--- src/inc/swm_defines.svh ---
`ifndef SWM_DEFINES_SVH
`define SWM_DEFINES_SVH

// ----------------------------------------------------------------------------
// Serial frame layout
// ----------------------------------------------------------------------------
`define SWM_FRAME_BITS      24
`define SWM_CNT_W           5
`define SWM_CNT_FULL        5'h18
`define SWM_CNT_MAX         5'h1f
`define SWM_STAT_INT_BIT    23
`define SWM_STAT_THERM_BIT  22

// ----------------------------------------------------------------------------
// Switch input counts
// ----------------------------------------------------------------------------
`define SWM_SP_COUNT        8
`define SWM_SG_COUNT        14
`define SWM_SW_COUNT        22

// ----------------------------------------------------------------------------
// Synchroniser lanes and their reset levels
// ----------------------------------------------------------------------------
`define SWM_PIN_COUNT       6
`define SWM_PIN_CS          0
`define SWM_PIN_SCLK        1
`define SWM_PIN_SI          2
`define SWM_PIN_INT         3
`define SWM_PIN_WAKE        4
`define SWM_PIN_VDD         5
`define SWM_PIN_RST_VAL     6'h19
`define SWM_SYNC_W          28
`define SWM_SYNC_RST_VAL    28'h0000019

// ----------------------------------------------------------------------------
// Change detection start-up
// ----------------------------------------------------------------------------
`define SWM_PRIME_W         3
`define SWM_PRIME_CYCLES    3'h5

`endif

--- src/inc/swm_pkg.sv ---
package swm_pkg;

    // ------------------------------------------------------------------------
    // Operating modes
    // ------------------------------------------------------------------------
    typedef enum logic [0:0] {
        SWM_NORMAL = 1'b0,
        SWM_SLEEP  = 1'b1
    } swm_mode_type;

endpackage : swm_pkg

--- src/inc/swm_sw_if.sv ---
`timescale 1ns/1ns
`default_nettype none

// ----------------------------------------------------------------------------
// Switch state carrier between the sampler and the serial logic
// ----------------------------------------------------------------------------
interface swm_sw_if #(
    parameter int N = 22
);
    logic [N-1:0] closed;
    logic         changed;

    modport src (output closed, output changed);
    modport dst (input closed, input changed);
endinterface : swm_sw_if

`default_nettype wire

--- src/design/swm_sync.sv ---
`timescale 1ns/1ns
`default_nettype none
`include "swm_defines.svh"

// ----------------------------------------------------------------------------
// Three-stage synchroniser with agreement filter
// ----------------------------------------------------------------------------
module swm_sync #(
    parameter int           W       = 1,
    parameter logic [W-1:0] RST_VAL = '0
) (
    input  wire logic         clk,
    input  wire logic         rst_n,
    input  wire logic [W-1:0] din,
    output logic      [W-1:0] dout
);

    genvar g;

    // Stage one is read only by stage two; the output follows once stages
    // two and three agree, which suppresses a single-cycle glitch.
    generate
        for (g = 0; g < W; g++) begin : g_lane
            logic s1;
            logic s2;
            logic s3;
            always_ff @(posedge clk or negedge rst_n) begin
                if (!rst_n) begin
                    s1      <= RST_VAL[g];
                    s2      <= RST_VAL[g];
                    s3      <= RST_VAL[g];
                    dout[g] <= RST_VAL[g];
                end else begin
                    s1 <= din[g];
                    s2 <= s1;
                    s3 <= s2;
                    if (s2 == s3) begin
                        dout[g] <= s3;
                    end
                end
            end
        end
    endgenerate

endmodule : swm_sync

`default_nettype wire

--- src/design/swm_sampler.sv ---
`timescale 1ns/1ns
`default_nettype none
`include "swm_defines.svh"

// ----------------------------------------------------------------------------
// Switch sense conversion and change detection
// ----------------------------------------------------------------------------
module swm_sampler
    import swm_pkg::*;
#(
    parameter int SP = `SWM_SP_COUNT,
    parameter int SG = `SWM_SG_COUNT
) (
    input  wire logic         clk,
    input  wire logic         rst_n,
    input  wire logic [SP-1:0] sp_above,
    input  wire logic [SG-1:0] sg_above,
    input  wire logic [SP-1:0] sp_battery_sel,
    input  wire logic [SP+SG-1:0] int_enable,
    swm_sw_if.src             sw
);

    logic [SP-1:0]    sp_closed;
    logic [SP+SG-1:0] prev;
    logic [`SWM_PRIME_W-1:0] prime_cnt;
    wire              primed     = (prime_cnt == `SWM_PRIME_CYCLES);
    wire  [SP+SG-1:0] now_closed = {~sg_above, sp_closed};
    wire  [SP+SG-1:0] diff       = (now_closed ^ prev) & int_enable;

    genvar g;

    // Battery-switched inputs close above the threshold, ground-switched ones
    // below it; either way a closed switch reads as one.
    generate
        for (g = 0; g < SP; g++) begin : g_sp
            assign sp_closed[g] = sp_battery_sel[g] ? sp_above[g] : ~sp_above[g];
        end
    endgenerate

    // Changes count only once the synchronisers have filled and the history
    // holds real pin levels; otherwise the arrival of the pin levels after
    // reset would look like a switch change and raise a false interrupt.
    always_ff @(posedge clk or negedge rst_n) begin
        if (!rst_n) begin
            prev       <= '0;
            prime_cnt  <= '0;
            sw.closed  <= '0;
            sw.changed <= 1'b0;
        end else begin
            prev       <= now_closed;
            if (!primed) begin
                prime_cnt <= prime_cnt + 1'b1;
            end
            sw.closed  <= now_closed;
            sw.changed <= primed && (diff != '0);
        end
    end

endmodule : swm_sampler

`default_nettype wire

--- src/design/swm_top.sv ---
`timescale 1ns/1ns
`default_nettype none
`include "swm_defines.svh"

module swm_top
    import swm_pkg::*;
#(
    parameter int SP = `SWM_SP_COUNT,
    parameter int SG = `SWM_SG_COUNT
) (
    input  wire logic            clk,
    input  wire logic            rst_n,
    input  wire logic            cs_n_in,
    input  wire logic            sclk_in,
    input  wire logic            si_in,
    output logic                 so_out,
    output logic                 so_oe,
    input  wire logic            int_n_in,
    output logic                 int_n_out,
    output logic                 int_n_oe,
    input  wire logic            wake_n_in,
    output logic                 wake_n_out,
    output logic                 wake_n_oe,
    input  wire logic            vdd_present,
    input  wire logic [SP-1:0]   prog_polarity_inputs,
    input  wire logic [SG-1:0]   ground_only_inputs,
    input  wire logic [SP-1:0]   sp_battery_sel,
    input  wire logic [SP+SG-1:0] int_enable,
    input  wire logic            thermal_flag,
    input  wire logic            sleep_req,
    output logic [`SWM_FRAME_BITS-1:0] cmd_word,
    output logic                 cmd_valid,
    output logic                 mode_normal
);

    // ------------------------------------------------------------------------
    // Pin synchronisation
    // ------------------------------------------------------------------------

    logic [`SWM_SYNC_W-1:0] sync_q;
    wire  [`SWM_SYNC_W-1:0] sync_d = {ground_only_inputs, prog_polarity_inputs,
                                      vdd_present, wake_n_in, int_n_in,
                                      si_in, sclk_in, cs_n_in};

    // Every pin, including the serial clock, is sampled by the local clock;
    // the serial clock must stay well below a quarter of the local rate.
    swm_sync #(
        .W       (`SWM_SYNC_W),
        .RST_VAL (`SWM_SYNC_RST_VAL)
    ) u_sync (
        .clk   (clk),
        .rst_n (rst_n),
        .din   (sync_d),
        .dout  (sync_q)
    );

    wire cs_q   = sync_q[`SWM_PIN_CS];
    wire sclk_q = sync_q[`SWM_PIN_SCLK];
    wire si_q   = sync_q[`SWM_PIN_SI];
    wire int_q  = sync_q[`SWM_PIN_INT];
    wire wake_q = sync_q[`SWM_PIN_WAKE];
    wire vdd_q  = sync_q[`SWM_PIN_VDD];

    // ------------------------------------------------------------------------
    // Switch sampling
    // ------------------------------------------------------------------------

    swm_sw_if #(.N(SP + SG)) sw_bus ();

    swm_sampler #(
        .SP (SP),
        .SG (SG)
    ) u_sampler (
        .clk            (clk),
        .rst_n          (rst_n),
        .sp_above       (sync_q[`SWM_PIN_COUNT +: SP]),
        .sg_above       (sync_q[`SWM_PIN_COUNT + SP +: SG]),
        .sp_battery_sel (sp_battery_sel),
        .int_enable     (int_enable),
        .sw             (sw_bus.src)
    );

    // ------------------------------------------------------------------------
    // Edge detection
    // ------------------------------------------------------------------------

    logic cs_prev;
    logic sclk_prev;
    logic int_prev;
    logic wake_prev;

    // Previous levels of the filtered pins, reset to their idle levels.
    always_ff @(posedge clk or negedge rst_n) begin
        if (!rst_n) begin
            cs_prev   <= 1'b1;
            sclk_prev <= 1'b0;
            int_prev  <= 1'b1;
            wake_prev <= 1'b1;
        end else begin
            cs_prev   <= cs_q;
            sclk_prev <= sclk_q;
            int_prev  <= int_q;
            wake_prev <= wake_q;
        end
    end

    // Without the logic supply the serial port is dead, so its select falls vanish.
    wire cs_fall   = cs_prev & ~cs_q & vdd_q;
    wire cs_rise   = ~cs_prev & cs_q;
    wire int_fall  = int_prev & ~int_q;
    wire wake_fall = wake_prev & ~wake_q;

    // ------------------------------------------------------------------------
    // Frame state
    // ------------------------------------------------------------------------

    logic                         sel;
    logic                         frame_ok;
    logic [`SWM_CNT_W-1:0]        bit_cnt;
    logic [`SWM_FRAME_BITS-1:0]   rx_shift;
    logic [`SWM_FRAME_BITS-1:0]   tx_shift;
    logic                         int_pending;
    logic                         chg_in_frame;
    swm_mode_type                 mode;
    swm_mode_type                 next_mode;

    // Clock edges count only inside a frame; the master keeps the clock low
    // around select edges, so a select edge never doubles as a clock edge.
    wire sclk_rise = sel & ~sclk_prev & sclk_q & ~cs_q;
    wire sclk_fall = sel & sclk_prev & ~sclk_q & ~cs_q;

    // Status word: interrupt flag, thermal flag, then all switch states.
    wire [`SWM_FRAME_BITS-1:0] status_word = {int_pending, thermal_flag, sw_bus.closed};

    wire word_complete = (bit_cnt == `SWM_CNT_FULL);
    wire commit        = cs_rise & sel & frame_ok & word_complete;
    wire [`SWM_CNT_W-1:0] next_cnt = (bit_cnt == `SWM_CNT_MAX) ? bit_cnt : bit_cnt + 1'b1;

    // Frame open flag; a select fall opens, a select rise closes.
    always_ff @(posedge clk or negedge rst_n) begin
        if (!rst_n) begin
            sel      <= 1'b0;
            frame_ok <= 1'b0;
        end else if (cs_fall) begin
            sel      <= 1'b1;
            frame_ok <= (mode == SWM_NORMAL);
        end else if (cs_rise || !vdd_q) begin
            sel      <= 1'b0;
            frame_ok <= 1'b0;
        end
    end

    // Command input: each falling serial clock shifts SI in at the bottom,
    // so the first bit sent ends up as the most significant one.
    always_ff @(posedge clk or negedge rst_n) begin
        if (!rst_n) begin
            rx_shift <= '0;
            bit_cnt  <= '0;
        end else if (cs_fall) begin
            bit_cnt <= '0;
        end else if (sclk_fall) begin
            rx_shift <= {rx_shift[`SWM_FRAME_BITS-2:0], si_q};
            bit_cnt  <= next_cnt;
        end
    end

    // Status output: loaded at select fall, shifted out on rising edges.
    always_ff @(posedge clk or negedge rst_n) begin
        if (!rst_n) begin
            tx_shift <= '0;
        end else if (cs_fall) begin
            tx_shift <= status_word;
        end else if (sclk_rise) begin
            tx_shift <= {tx_shift[`SWM_FRAME_BITS-2:0], 1'b0};
        end
    end

    // SO driver: enabled through the frame, the top status bit shows from the
    // select fall and each rise after the first presents the next one.
    always_ff @(posedge clk or negedge rst_n) begin
        if (!rst_n) begin
            so_out <= 1'b0;
            so_oe  <= 1'b0;
        end else if (cs_fall) begin
            so_oe  <= 1'b1;
            so_out <= status_word[`SWM_FRAME_BITS-1];
        end else if (cs_rise || !vdd_q) begin
            so_oe  <= 1'b0;
        end else if (sclk_rise) begin
            so_out <= tx_shift[`SWM_FRAME_BITS-1];
        end
    end

    // ------------------------------------------------------------------------
    // Command commit
    // ------------------------------------------------------------------------

    // A short or overlong frame is dropped rather than acted upon half-formed.
    always_ff @(posedge clk or negedge rst_n) begin
        if (!rst_n) begin
            cmd_word  <= '0;
            cmd_valid <= 1'b0;
        end else begin
            cmd_valid <= commit;
            if (commit) begin
                cmd_word <= rx_shift;
            end
        end
    end

    // ------------------------------------------------------------------------
    // Interrupt
    // ------------------------------------------------------------------------

    wire sw_event = sw_bus.changed & (mode == SWM_NORMAL);

    // A change during the frame keeps the line low past the select rise, so
    // the master never misses a switch; on the pending flag a set always beats a clear.
    always_ff @(posedge clk or negedge rst_n) begin
        if (!rst_n) begin
            int_pending  <= 1'b0;
            chg_in_frame <= 1'b0;
        end else begin
            if (sw_event) begin
                int_pending <= 1'b1;
            end else if (cs_rise && !chg_in_frame) begin
                int_pending <= 1'b0;
            end
            if (sw_event && sel && !cs_rise) begin
                chg_in_frame <= 1'b1;
            end else if (cs_rise || cs_fall) begin
                chg_in_frame <= 1'b0;
            end
        end
    end

    // ------------------------------------------------------------------------
    // Mode control
    // ------------------------------------------------------------------------

    // Wake sources; select and interrupt line need the logic supply, the
    // wake pin only needs the interrupt line high while that supply is up.
    wire wake_by_cs   = cs_fall & vdd_q;
    wire wake_by_int  = int_fall & wake_q & vdd_q;
    wire wake_by_pin  = wake_fall & (~vdd_q | int_q);
    wire wake_any     = wake_by_cs | wake_by_int | wake_by_pin | sw_bus.changed;

    always_comb begin
        next_mode = mode;
        unique case (mode)
            SWM_NORMAL: begin
                if (sleep_req) begin
                    next_mode = SWM_SLEEP;
                end
            end
            SWM_SLEEP: begin
                if (wake_any) begin
                    next_mode = SWM_NORMAL;
                end
            end
        endcase
    end

    // Power-on lands in normal mode, as the battery supply does.
    always_ff @(posedge clk or negedge rst_n) begin
        if (!rst_n) begin
            mode <= SWM_NORMAL;
        end else begin
            mode <= next_mode;
        end
    end

    // ------------------------------------------------------------------------
    // Open-drain pins and mode output
    // ------------------------------------------------------------------------

    // Open-drain pins only ever pull low; the enable carries the state.
    always_ff @(posedge clk or negedge rst_n) begin
        if (!rst_n) begin
            int_n_out   <= 1'b0;
            wake_n_out  <= 1'b0;
            int_n_oe    <= 1'b0;
            wake_n_oe   <= 1'b1;
            mode_normal <= 1'b1;
        end else begin
            int_n_out   <= 1'b0;
            wake_n_out  <= 1'b0;
            int_n_oe    <= int_pending;
            wake_n_oe   <= (next_mode == SWM_NORMAL);
            mode_normal <= (next_mode == SWM_NORMAL);
        end
    end
endmodule : swm_top

`default_nettype wire

--- config.mk ---
export PLATFORM = sky130hd
export DESIGN_NAME = swm_top
export DESIGN_NICKNAME = d
export VERILOG_FILES = /design/src/inc/swm_pkg.sv /design/src/inc/swm_sw_if.sv /design/src/design/swm_sync.sv /design/src/design/swm_sampler.sv /design/src/design/swm_top.sv
export VERILOG_INCLUDE_DIRS = /design/src /design/src/inc
export SDC_FILE = /design/constraint.sdc
export NUM_CORES = 1
export LEC_CHECK = 0
export ABC_CLOCK_PERIOD_IN_PS = 1800
export BUFFER_PORTS_ARGS = -buffer_cell sky130_fd_sc_hd__buf_4
export CAP_MARGIN = 20
export CORE_MARGIN = 1.5
export CORE_UTILIZATION = 30
export CTS_BUF_LIST = sky130_fd_sc_hd__clkbuf_8
export CTS_CLUSTER_SIZE = 12
export DETAILED_ROUTE_END_ITERATION = 8
export GPL_ROUTABILITY_DRIVEN = 0
export PLACE_DENSITY = 0.49
export SLEW_MARGIN = 20
export SYNTH_ARGS = -nofsm -noshare
export SYNTH_HDL_FRONTEND = slang
export SYNTH_HIERARCHICAL = 1
export SYNTH_SLANG_ARGS = --single-unit
--- constraint.sdc ---
create_clock -name clk -period 1.8 [get_ports clk]
set_input_delay 0.09 -clock clk [delete_from_list [all_inputs] [get_ports clk]]
set_output_delay 0.09 -clock clk [all_outputs]
set_load 0.05 [all_outputs]
# Word level (Yosys, flattened, before mapping)
# Index checks and enable logic that the tools add are counted.
dict set report word_totals {
  register_bits 228
  inputBits 62
  out_inout_bits 32
  elab_cells 255
}
dict set report classes {
  addsub 2
  eq_ne 33
  mux 26
  bitwise_logic 44
  n_reduce_logical 18
}
# cell n
set ops {}
lappend ops {{24-bit 2-to-1 mux} 2}
lappend ops {{1-bit == test} 28}
lappend ops {{22-bit AND} 1}
lappend ops {{22-bit nonzero test} 1}
lappend ops {{22-bit bitwise XOR} 1}
lappend ops {{1-bit 2-to-1 mux} 20}
lappend ops {{1-bit AND} 19}
lappend ops {{1-bit NOT} 18}
lappend ops {{5-bit 2-to-1 mux} 3}
lappend ops {{14-bit NOT} 1}
lappend ops {{5-bit == test (second input constant)} 2}
lappend ops {{2-bit nonzero test} 5}
lappend ops {{2-bit AND reduction} 3}
lappend ops {{5-bit by 1-bit adder with 5-bit output (second input constant)} 1}
lappend ops {{1-bit logical AND} 4}
lappend ops {{2-bit inequality test (second input constant)} 2}
lappend ops {{1-bit bitwise OR} 4}
lappend ops {{3-bit by 1-bit adder with 3-bit output (second input constant)} 1}
lappend ops {{3-bit == test (second input constant)} 1}
lappend ops {{1-bit logical NOT} 3}
lappend ops {{1-bit logical OR} 2}
lappend ops {{1-bit one-hot mux with 2 select lines} 1}

# Logic depth before layout (Yosys ltp)
# Gate-level depths: netlist of the first run.
dict set report logic_depth {
  ltp_word 10
  ltp_mapped 6
  ltp_nobuf 6
}

# Hierarchy
# Netlist of the first run, hierarchy kept.
# module instances cells_each area_per_inst_um2 seq_area_each_um2
set modules_own_cells {}
lappend modules_own_cells {swm_top 1 292 3738.6 2257.2}
lappend modules_own_cells {swm_sync 1 140 3133.0 2817.7}
lappend modules_own_cells {swm_sampler 1 96 1152.4 650.6}

# Worst setup path before layout of the first run
# OpenSTA, ideal clock, no wires.
dict set report synth_path {
  path_kind {reg-to-reg}
  startpoint {reg, netlist name so_oe}
  endpoint {reg cmd_word[12]}
  setup_ns 0.125
  t_arrival_ns 1.895
  t_required_ns 1.675
  slack_ns -0.219
  stages_incl_launch_ff 5
  path_buffers 1
  synth_period_minus_slack_ns 2.019
  cell_sequence {dfrtp_1 -> nand4_1 -> nor4_4 -> buf_4 -> mux2_2}
}
# element line
set synth_lines {}
lappend synth_lines {{to (signal assigned)} swm_top.sv:206} ;# cmd_word <= rx_shift;
lappend synth_lines {{to (decl)} swm_top.sv:31} ;# output logic [`SWM_FRAME_BITS-1:0] cmd_word,

# Worst setup path in the final report of the first run
dict set report layout_path {
  startpoint {reg bit_cnt[0]}
  endpoint {reg cmd_word[18]}
}
dict set report layout_via {
  elab_chain_cells 2
}
# element line
set layout_rtl {}
lappend layout_rtl {{from (decl)} swm_top.sv:119} ;# logic [`SWM_CNT_W-1:0] bit_cnt;
lappend layout_rtl {{from (signal assigned)} swm_top.sv:163} ;# bit_cnt <= next_cnt;
lappend layout_rtl {{5-bit == test (no line)} --}
lappend layout_rtl {{1-bit AND} swm_top.sv:136} ;# wire commit = cs_rise & sel & frame_ok & word_complete;
# Every way passes these cells.
# A chain may end at the register's enable or synchronous reset.

==> run metrics, run 1 <==
most repeated cell in the gate-level netlist after synthesis=sky130_fd_sc_hd__dfrtp_1; Starting DRT DRC Count=about 200; netlist area before placement=8024 um^2; path class of the lowest-slack min-delay path=input port to flop; async set or reset register ratio after synthesis=100.0%; I/O pins=94; highest clock frequency the design can meet=roughly 550 MHz; overflow left after global routing=0; core outline area=about 26000 um^2; final critical delay including setup and external delays=between 1.5 and 2 ns; Pleak=between 4 and 5 nW; Starting Density=30.70%; number of antenna diodes=0; count of endpoints failing setup in the final report=2; flip-flop and latch area=approximately 5700 um^2; TritonCTS sink count=roughly 230; DIE WIDTH=about 170 um; fraction of the cycle the final worst path needs=100.3%; number of port buffers=91; number of standard cells after synthesis=around 530; Clock Tree Root=sky130_fd_sc_hd__clkbuf_8; Yosys warning count=6; Vias=between 4000 and 5000; Synth area leader=sky130_fd_sc_hd__dfrtp_1; pin count of the biggest net entering global routing=58; height of the die=approximately 170 um; global routing usage summed across all routing layers=roughly an eighth; final setup TNS=-0.008691 ns; sequential cell area fraction in the yosys report=just over 70%; area growth from synthesis to final layout=33.42%; initial antenna violation count=0; clock tree skew after final layout=0.01545 ns; run status=complete, but fails checks; leading register cell type out of synthesis=sky130_fd_sc_hd__dfrtp_1; clock tree from TritonCTS=built; top cells by area in the synthesized netlist=sky130_fd_sc_hd__dfrtp_1 66%, sky130_fd_sc_hd__mux2_2 7.2%, sky130_fd_sc_hd__dfstp_2 5.2%; global-route wire length before repair=around 26000 um; number of enable-type register cells in the synthesized netlist=0; CTS clk-pin slew, worst paths=0.06 ns; proportion of layout cells with a drive suffix above 1=between 30% and 40%; average cell area after synthesis=about 15 um^2; fillcell total=2452; element type at the critical path end=flop; reg2reg setup slack=-0.006 ns; highest fanout seen on the critical path=6; Setup Crit Path Kind=flop to flop; row count=between 50 and 60; post-synthesis cell type count=41; Hold Vio Cnt, Final=0; Skew-Pair Late Insertion Delay=about 0.52 ns; Yosys top cell area share=66.12%; final core occ=40.97%; remaining routing DRC violations=0; clk buf depth=3; post-detailed-route count of antenna-violating nets=0; vias in the first global route=approximately 5300; violations in the final reports=setup timing; Final nets=a little under 800; H-tree Lvls=2; final slew viol count=0; Post-synth top cells=212 x sky130_fd_sc_hd__dfrtp_1, 51 x sky130_fd_sc_hd__mux2_2, 43 x sky130_fd_sc_hd__inv_1, 32 x sky130_fd_sc_hd__o21ai_0, 28 x sky130_fd_sc_hd__maj3_2; critical path required time=2.19 ns; multi-input gate area in the final layout=2157 um^2; Maximum Capacitance Violations=0; setup ws final=-0.005800 ns; hpwl dp=between 9000 and 10000 um; total iterations of the first detailed-routing run=6; mean routed wirelength per cell=around 15 um; type of element launching the critical path=flop; Inserted Clock Buffers=41; total routed wirelength=around 16000 um; ratio of routed vias to standard cells=between 4 and 5; RSZ-0062 raised after global routing=true; peak ir drop on the vdd network=roughly 0.00047 V; data arrival time at the worst-slack endpoint=between 2 and 2.5 ns; pwr dens=between 1000 and 1500 nW/um^2; die area=between 20000 and 30000 um^2; number of storage elements in the synthesis netlist=228
-- state kept, by name, indices dropped and copies added (netlist names), 22 cells and up --
register	cells
rx_shift	24
u_sync/dout	28
u_sync/g_lane.s2	28
u_sampler/sw.closed	22
tx_shift	24
u_sync/g_lane.s1	28
u_sync/g_lane.s3	28
cmd_word	24
-- area by class of cell --
cell class / instances / area share [%]
Sequential cell: 228 / 53.49
Timing Repair Buffer: 156 / 13.11
Inverter: 43 / 1.508
Clock buffer: 52 / 6.685
Clock inverter: 24 / 1.134
Multi-Input combinational cell: 238 / 20.15
Tap cell: 335 / 3.915
-- path summary, 6_finish.rpt --
| path | start | cells past startpoint | to |
|---|---|---|---|
| hold reg to reg | u_sync/g_lane[8].s1 | 0 | u_sync/g_lane[8].s2 |
| setup reg to reg | bit_cnt[0] | 7 | cmd_word[18] |
| hold / removal | int_enable[18] | 5 | u_sampler/sw.changed |
| setup / recovery | bit_cnt[0] | 7 | cmd_word[18] |
| max in group asynchronous | rst_n | 3 | u_sync/g_lane[11].s3 |
| min in group asynchronous | rst_n | 2 | u_sync/g_lane[21].s1 |
-- worst max-delay path, stage by stage, from the launching register on --
cell and delay [ns]:
sky130_fd_sc_hd__dfrtp_1 0.41, sky130_fd_sc_hd__inv_2 0.09, sky130_fd_sc_hd__ha_4 0.12, sky130_fd_sc_hd__nand4_1 0.12
sky130_fd_sc_hd__nor4_4 0.29, sky130_fd_sc_hd__buf_6 0.18, sky130_fd_sc_hd__clkbuf_16 0.16, sky130_fd_sc_hd__mux2_4 0.29
-- repair_timing --
item,in CTS,in global routing
setup endpoints to repair,0,26
hold buffers,43,0
setup buffers,0,4
endpoints found under the hold margin,252,0
resized for setup,0,28
-- logic make-up after synthesis --
family                     synth area share (%)
AOI/OAI and AO/OA                         6.549
xor gates and xnor gates                  3.384
adders and majority gates                 4.709
buffers and inverters                     3.259
DFF                                       71.36
muxes                                     7.656
other                                   0.04674
and+or+nand+nor                           3.041
-- layer usage --
| metal | global-route usage, % | part of all wire, % | vias to the layer above | routed length (um) |
|---|---|---|---|---|
| met2 | 19.29 | 49 | 99 | 7714 |
| met1 | 14.09 | 44 | 2393 | 6950 |
| met4 | 5.850 | 2.5 | 0 | 394 |
| met5 | 0 | 0 | - | 0 |
| met3 | 3.256 | 4.0 | 32 | 626 |
| li1 | - | - | 2182 | - |
-- power breakdown --
part / leakage [nW] / switching (W) / internal [W]
Clock: 0.504 / 0.00203 / 0.00273
Combinational: 1.69 / 0.000550 / 0.000555
Sequential: 2.78 / 0.000324 / 0.00562
Total: 4.97 / 0.00290 / 0.00891
-- cells in the final DEF (no fill, tap or decap), types with 8 or more instances in the layout --
cell type                       instances
sky130_fd_sc_hd__dfrtp_1              211
sky130_fd_sc_hd__buf_4                102
sky130_fd_sc_hd__inv_1                 63
sky130_fd_sc_hd__clkbuf_8              52
sky130_fd_sc_hd__dlygate4sd3_1         43
sky130_fd_sc_hd__o21ai_0               32
sky130_fd_sc_hd__mux2_2                30
sky130_fd_sc_hd__maj3_2                28
sky130_fd_sc_hd__xnor2_1               22
sky130_fd_sc_hd__mux2_4                21
sky130_fd_sc_hd__a32oi_1               21
sky130_fd_sc_hd__dfstp_2               16
sky130_fd_sc_hd__xor2_1                 9
sky130_fd_sc_hd__nand2_1                8
-- through the flow --
| step | total power, W | setup slack (ns) | hold WS, ns | cell area, um^2 | std cells |
|---|---|---|---|---|---|
| finish | 0.01181 | -0.005800 | 0.04987 | 10710 | 1076 |
| global route | 0.01253 | -0.08387 | 0.03530 | 10710 | 1076 |
| CTS | 0.01206 | 0.01955 | 0.01780 | 10510 | 1069 |
| detailed placement | 0.007062 | 0.03357 | 0.06618 | 9241 | 950 |
| global placement | 0.007017 | 0.08886 | 0.05917 | 9241 | 950 |
| floorplan | 0.006555 | -0.02259 | -0.2056 | 8029 | 529 |
No activity file was read; power rests on OpenSTA's default activity.
==> run 2, diff against run 1 <==
--- a/config.mk
+++ b/config.mk
@@ -6,17 +6,17 @@
 export SDC_FILE = /design/constraint.sdc
 export NUM_CORES = 1
 export LEC_CHECK = 0
+export ABC_AREA = 1
 export ABC_CLOCK_PERIOD_IN_PS = 1800
 export BUFFER_PORTS_ARGS = -buffer_cell sky130_fd_sc_hd__buf_4
 export CAP_MARGIN = 20
 export CORE_MARGIN = 1.5
 export CORE_UTILIZATION = 30
-export CTS_BUF_LIST = sky130_fd_sc_hd__clkbuf_8
 export CTS_CLUSTER_SIZE = 12
 export DETAILED_ROUTE_END_ITERATION = 8
 export GPL_ROUTABILITY_DRIVEN = 0
 export PLACE_DENSITY = 0.49
-export SLEW_MARGIN = 20
+export SLEW_MARGIN = 40
 export SYNTH_ARGS = -nofsm -noshare
 export SYNTH_HDL_FRONTEND = slang
 export SYNTH_HIERARCHICAL = 1
==> run 2 against run 1 <==
  * The run now ends clean
  * Worst setup slack gained 0.26 ns
  * Critical endpoint is now cmd_word[10]
  * Critical path type unchanged
  * Combinational power grew 7%
  * Via count grew 29%
  * Highest routed layer unchanged
==> run metrics, run 2 <==
leading cell type in the layout, fill and taps excluded=sky130_fd_sc_hd__nand2_1; max incr delay on CP=0.59 ns (+0.18 ns); TritonCTS sink count=228 (unchanged); net switching power of the design=0.003113 W (+7.4%); number of port buffers=91 (unchanged); critical path required time=2.21 ns (+0.02 ns); series of cell instances along the critical path=nand2_1, nor3_4, nand2_2, nand2_1, nand2_1; Hold Vio Cnt, Final=0 (unchanged); multi-input gate area in the final layout=2356 um^2 (+9.2%); fin area=11090 um^2 (+3.6%); Pleak=5.644 nW (+13%); Starting DRT DRC Count=234 (+20%); highest fanout seen on the critical path=25 (+19); peak ir drop on the vdd network=0.0006257 V (+34%); fraction of power consumed by sequential logic=46.7% (-3.7 points); area growth from synthesis to final layout=29.55%; Combinational Power Share=9.2% (-0.2 points); row count=61 (+3.4%); average cell area after synthesis=9.917 um^2 (-35%); I/O pins=94 (unchanged); count of endpoints failing setup in the final report=0 (-2); final setup TNS=0 ns (+0.008691 ns); flip-flop and latch area=5725 um^2 (about the same); proportion of layout cells with a drive suffix above 1=18.88% (-18 points); vias in the first global route=6029 (+13%); global-route wire length before repair=29360 um (+11%); clock tree from TritonCTS=built; Yosys warning count=6 (unchanged); Post-synth top cells=257 x sky130_fd_sc_hd__nand2_1, 212 x sky130_fd_sc_hd__dfrtp_1, 128 x sky130_fd_sc_hd__nand3_1, 78 x sky130_fd_sc_hd__inv_1, 42 x sky130_fd_sc_hd__nor2_1; initial antenna violation count=0 (unchanged); Final nets=1079 (+39%); fraction of the cycle the final worst path needs=85.83% (-14 points); clock tree skew after final layout=0.01577 ns (+0.0003165 ns); Placed Instance Area=9759 um^2 (+5.6%); pwr dens=1150 nW/um^2 (+4.2%); fillcell total=2838 (+16%); number of standard cells after synthesis=863 (+63%); DIE WIDTH=171.9 um (+3.2%); total routed wirelength=17060 um (+8.8%); sequential cell area fraction in the yosys report=66.90% (-4.5 points); Setup Crit Path Kind=flop to flop; path class of the lowest-slack min-delay path=input port to flop; top cells by area in the synthesized netlist=sky130_fd_sc_hd__dfrtp_1 62%, sky130_fd_sc_hd__nand2_1 11%, sky130_fd_sc_hd__nand3_1 7.5%; dominant delay contributor by cell family on the critical path=simple AND/OR/NAND/NOR gates; async set or reset register ratio after synthesis=100.0% (unchanged); post-synthesis cell type count=25 (-39%); number of cells in the finished layout apart from fillers=1411 (+31%); pin count of the biggest net entering global routing=61 (+5.2%); Inserted Clock Buffers=27 (-34%); commonest non-fill, non-tap cells in the layout=257 x sky130_fd_sc_hd__nand2_1, 212 x sky130_fd_sc_hd__dfrtp_1, 128 x sky130_fd_sc_hd__nand3_1; element type at the critical path end=flop; remaining routing DRC violations=0 (unchanged); H-tree Lvls=1 (-1); overflow left after global routing=0 (unchanged); final slew viol count=0 (unchanged); Vias=6070 (+29%); final core occ=39.69% (-1.3 points); cell total after placement=1322 (+39%); clk buf depth=3 (unchanged); RSZ-0062 raised after global routing=false; sum of internal, switching and leakage power=0.01275 W (+8.0%); mean routed wirelength per cell=12.09 um (-17%); post-detailed-route count of antenna-violating nets=0 (unchanged); ratio of routed vias to standard cells=4.302 (-1.6%); global routing usage summed across all routing layers=12.17% (+0.47 points); cell repeated most along the worst path=sky130_fd_sc_hd__nand2_1; Skew-Pair Late Insertion Delay=0.53 ns (about the same); run status=finished clean; Sw Share=24.42% (-0.13 points); cell with the largest stage delay on the worst path=sky130_fd_sc_hd__dfstp_2; Maximum Capacitance Violations=0 (unchanged); number of enable-type register cells in the synthesized netlist=0 (unchanged); Synth area leader=sky130_fd_sc_hd__dfrtp_1; most repeated cell in the gate-level netlist after synthesis=sky130_fd_sc_hd__nand2_1; CTS clk-pin slew, worst paths=0.06 ns (about the same); clock share of power=44.0% (+3.7 points); number of antenna diodes=0 (unchanged); core outline area=27930 um^2 (+6.9%); leading register cell type out of synthesis=sky130_fd_sc_hd__dfrtp_1; number of buffers and inverters on the critical path=0 (-3); netlist area before placement=8558 um^2 (+6.7%); die area=29550 um^2 (+6.5%); Clock Tree Root=sky130_fd_sc_hd__clkbuf_16; hpwl dp=10860 um (+12%); type of element launching the critical path=flop; height of the die=171.9 um (+3.2%); number of storage elements in the synthesis netlist=228 (unchanged); data arrival time at the worst-slack endpoint=1.96 ns (-0.23 ns); highest clock frequency the design can meet=647.2 MHz (+17%); number of buffers inserted by post-CTS setup repair=0 (unchanged); Starting Density=30.64% (-0.068 points); Yosys top cell area share=61.99% (-4.1 points); internal power=0.009637 W (+8.1%); total iterations of the first detailed-routing run=5 (-1); final critical delay including setup and external delays=1.545 ns (-0.2608 ns)
run 2: cell count changes in the layout (fill, tap and decap cells not counted), moves of 23 or more:
| cell | previous run | this run |
|---|---|---|
| sky130_fd_sc_hd__nand2_1 | 8 | 257 |
| sky130_fd_sc_hd__a21oi_1 | 6 | 29 |
| sky130_fd_sc_hd__clkbuf_16 | 2 | 27 |
| sky130_fd_sc_hd__maj3_2 | 28 | 0 |
| sky130_fd_sc_hd__nor2_1 | 7 | 40 |
| sky130_fd_sc_hd__clkbuf_8 | 52 | 7 |
| sky130_fd_sc_hd__mux2_2 | 30 | 0 |
| sky130_fd_sc_hd__o21ai_0 | 32 | 6 |
| sky130_fd_sc_hd__nand4_1 | 2 | 25 |
| sky130_fd_sc_hd__nand3_1 | 7 | 128 |
run 2: power groups by stage:
| stage | combinational (W) | sequential [W] | clock [W] |
|---|---|---|---|
| final | 0.00118 | 0.00596 | 0.00561 |
| after global routing | 0.00136 | 0.00603 | 0.00605 |
| after CTS | 0.00121 | 0.00596 | 0.00582 |
| after detailed placement | 0.00114 | 0.00605 | 0 |
| after global placement | 0.00112 | 0.00603 | 0 |
| after floorplan | 0.000658 | 0.00602 | 0 |
run 2: cells by family (layout without fill, tap and decap cells):
| kind of cell | after synthesis | in the layout | share of synthesized area [%] |
|---|---|---|---|
| buffers and inverters | 119 | 288 | 5.672 |
| XOR/XNOR | 3 | 3 | 0.3071 |
| other | 1 | 2 | 0.04382 |
| AO/OA/AOI/OAI | 36 | 36 | 2.105 |
| adder cells (fa/ha/maj) | 5 | 5 | 0.7310 |
| AND/OR/NAND/NOR | 471 | 471 | 24.24 |
| flip-flops | 228 | 228 | 66.90 |
run 2: final cells by class:
| class | count | area share (%) |
|---|---|---|
| repair buffers | 149 | 11.38 |
| flip-flops and latches | 228 | 51.64 |
| clock buffers | 41 | 7.200 |
| inverters | 89 | 3.013 |
| multi-input cells | 517 | 21.25 |
| well taps | 378 | 4.266 |
| clock inverters | 9 | 1.253 |
run 2: through the flow:
step / hold WS [ns] / setup WS (ns)
global placement: 0.07926 / 0.2915
floorplan: -0.2056 / 0.2743
detailed placement: 0.07457 / 0.2492
global route: 0.09793 / 0.1075
CTS: 0.02866 / 0.2329
finish: 0.05593 / 0.2550
run 2: repair_timing:
| action | 4_1_cts | 5_1_grt |
|---|---|---|
| hold buffers | 39 | 0 |
| gates resized for setup | 0 | 0 |
| endpoints found under the hold margin | 267 | 0 |
run 2: final timing paths:
kind                                 startpoint                   end  slack [ns]  depth (start not counted)
max                              u_sync/dout[0]          cmd_word[10]        0.25                          5
min                               int_enable[4]  u_sampler/sw.changed        0.06                          7
max reg2reg                      u_sync/dout[0]          cmd_word[10]        0.25                          5
min reg2reg                u_sync/g_lane[14].s1  u_sync/g_lane[14].s2        0.35                          0
max in group asynchronous                 rst_n          cmd_word[14]        1.02                          3
min in group asynchronous                 rst_n           tx_shift[3]        0.11                          2
run 2: worst min-delay path, cell delays in order:
cell	delay [ns]
sky130_fd_sc_hd__buf_4	0.08
sky130_fd_sc_hd__nand3_1	0.07
sky130_fd_sc_hd__nand2_1	0.05
sky130_fd_sc_hd__nor2_1	0.05
sky130_fd_sc_hd__nand3_1	0.08
sky130_fd_sc_hd__nand2_1	0.05
sky130_fd_sc_hd__inv_1	0.07
run 2: metal layers:
metal	track usage, %	wire, um	up-vias
li1	-	-	3044
met2	19.67	7723	115
met1	16.72	8232	2888
met3	2.174	733	23
met4	3.478	371	0
met5	0	0	-
==> run 3, diff against run 2 <==
==> constraint.sdc (replaced) <==
create_clock -name clk -period 1.8 [get_ports clk]
set_input_delay 0.09 -clock clk [delete_from_list [all_inputs] [get_ports clk]]
set_output_delay 0.09 -clock clk [all_outputs]
set_load 0.1 [all_outputs]
==> run 3 against run 2 <==
  * Register-to-register slack improved by 0.04 ns
  * Worst setup slack improved by 0.036 ns
  * Critical path depth did not move
  * Combinational power rose by 6%
  * Via count fell by 0.89%
  * Hold slack got worse by 0.011 ns
  * Wire length fell by 2.1%
  * Clock-buffer cell count fell by 5
  * Global-route usage fell by 0.37 points
  * Critical path type unchanged
  * Largest power group unchanged
==> run metrics, run 3 (synthesis results as in run 2) <==
vias in the first global route=5864 (-2.7%); type of element launching the critical path=flop; highest fanout seen on the critical path=25 (unchanged); Hold Vio Cnt, Final=0 (unchanged); mean routed wirelength per cell=11.89 um (-1.6%); height of the die=171.9 um (unchanged); total iterations of the first detailed-routing run=4 (-1); setup ws final=0.2907 ns (+0.03569 ns); final setup TNS=0 ns (unchanged); number of gates resized after CTS=0 (unchanged); max incr delay on CP=0.58 ns (about the same); cell total after placement=1322 (unchanged); count of endpoints failing setup in the final report=0 (unchanged); I/O pins=94 (unchanged); proportion of layout cells with a drive suffix above 1=18.60% (-0.28 points); initial antenna violation count=0 (unchanged); Pleak=5.568 nW (-1.4%); cell with the largest stage delay on the worst path=sky130_fd_sc_hd__dfstp_2; fraction of the cycle the final worst path needs=83.85% (-2.0 points); Inserted Clock Buffers=26 (-3.7%); pwr dens=1100 nW/um^2 (-4.3%); ratio of routed vias to standard cells=4.282 (-0.47%); peak ir drop on the vdd network=0.0006083 V (-2.8%); post-detailed-route count of antenna-violating nets=0 (unchanged); global routing usage summed across all routing layers=11.80% (-0.37 points); clock tree skew after final layout=0.01585 ns (+0.00007780 ns); hpwl dp=10690 um (-1.6%); commonest non-fill, non-tap cells in the layout=257 x sky130_fd_sc_hd__nand2_1, 211 x sky130_fd_sc_hd__dfrtp_1, 128 x sky130_fd_sc_hd__nand3_1; final critical delay including setup and external delays=1.509 ns (-0.03569 ns); path class of the lowest-slack min-delay path=input port to flop; TritonCTS sink count=228 (unchanged); series of cell instances along the critical path=nand2_1, nor3_4, nand2_2, nand2_1, nand2_1; busiest layer in global routing=met2; highest clock frequency the design can meet=662.6 MHz (+2.4%); data arrival time at the worst-slack endpoint=1.92 ns (-0.04 ns); element type at the critical path end=flop; final core occ=39.13% (-0.56 points); pin count of the biggest net entering global routing=72 (+18%); Vias=6016 (-0.89%); fillcell total=2830 (-0.28%); remaining routing DRC violations=0 (unchanged); final slew viol count=0 (unchanged); area growth from synthesis to final layout=27.72%; Setup Crit Path Kind=flop to flop; Maximum Capacitance Violations=0 (unchanged); met1 track demand over resource in global routing=16.77% (+0.052 points); Skew-Pair Late Insertion Delay=0.53 ns (about the same); CTS clk-pin slew, worst paths=0.06 ns (about the same); worst hold margin=0.04467 ns (-0.01126 ns); global-route wire length before repair=28490 um (-3.0%); H-tree Lvls=1 (unchanged); core outline area=27930 um^2 (unchanged); clk buf depth=3 (unchanged); Clock Tree Root=sky130_fd_sc_hd__clkbuf_16; met3 track demand over resource in global routing=2.380% (+0.21 points); number of antenna diodes=0 (unchanged); total routed wirelength=16710 um (-2.1%); Starting DRT DRC Count=324 (+38%); clock tree from TritonCTS=built; die area=29550 um^2 (unchanged); RSZ-0062 raised after global routing=false; DIE WIDTH=171.9 um (unchanged); Final nets=1078 (-0.093%); Starting Density=30.64% (unchanged); critical path required time=2.21 ns (about the same); run status=finished clean; Place WS=0.2647 ns (+0.01559 ns); number of cells in the finished layout apart from fillers=1405 (-0.43%); row count=61 (unchanged); leading cell type in the layout, fill and taps excluded=sky130_fd_sc_hd__nand2_1; met2 demand-to-capacity share in global routing=17.99% (-1.7 points); overflow left after global routing=0 (unchanged); cell repeated most along the worst path=sky130_fd_sc_hd__nand2_1; number of port buffers=91 (unchanged)
[run 3: changes by cell type in the layout (fill, tap and decap cells not counted), sizes merged]
cell | previous run | this run
bufinv | 3 | 0
clkinv | 4 | 8
inv | 91 | 89
clkbuf | 41 | 36
[run 3: final timing paths]
kind                                           from              endpoint  slack (ns)  cells after the start
worst max-delay path                 u_sync/dout[0]          cmd_word[17]        0.29                      5
worst min-delay path                  int_enable[4]  u_sampler/sw.changed        0.04                      7
worst max register to register       u_sync/dout[0]          cmd_word[17]        0.29                      5
worst min register to register  u_sync/g_lane[9].s1   u_sync/g_lane[9].s2        0.34                      0
max in group asynchronous                     rst_n  u_sync/g_lane[15].s3        1.03                      3
min in group asynchronous                     rst_n          tx_shift[23]        0.07                      2
[run 3: power breakdown]
group	leakage [nW]	switching [W]	internal, W
registers	2.78	0.000317	0.00564
clock network	0.391	0.00201	0.00280
logic	2.39	0.000752	0.000502
total	5.57	0.00308	0.00894
[run 3: per-layer routing]
| layer | vias to the layer above | routed length (um) |
|---|---|---|
| li1 | 3042 | - |
| met1 | 2828 | 8217 |
| met2 | 115 | 7229 |
| met3 | 31 | 809 |
| met4 | 0 | 452 |
| met5 | - | 0 |
[run 3: per-stage QoR]
stage / power (W) / area [um^2]
2_1_floorplan: 0.006756 / 8563
3_3_place_gp: 0.007227 / 9761
3_5_place_dp: 0.007266 / 9761
4_1_cts: 0.01229 / 10930
5_1_grt: 0.01271 / 10930
6_report: 0.01203 / 10930
[run 3: area by class of cell]
cell class	count	area, um^2	share of cell area (%)
clock buffers	36	728.2	6.662
well taps	378	473.0	4.327
clock inverters	8	51.30	0.4693
flip-flops and latches	228	5727	52.39
multi-input cells	517	2356	21.55
inverters	89	334.1	3.056
repair buffers	149	1261	11.54
[run 3: timing repair]
| action | CTS | global route |
|---|---|---|
| endpoints found under the setup margin | 0 | 0 |
| endpoints found under the hold margin | 261 | 0 |
| hold buffers | 39 | 0 |
| setup buffers | 0 | 0 |
[run 3: worst max-delay path, delay by kind of cell (launching register included)]
kind             cells  cell delay [ns]
DFF                  1             0.58
and+or+nand+nor      5             0.82
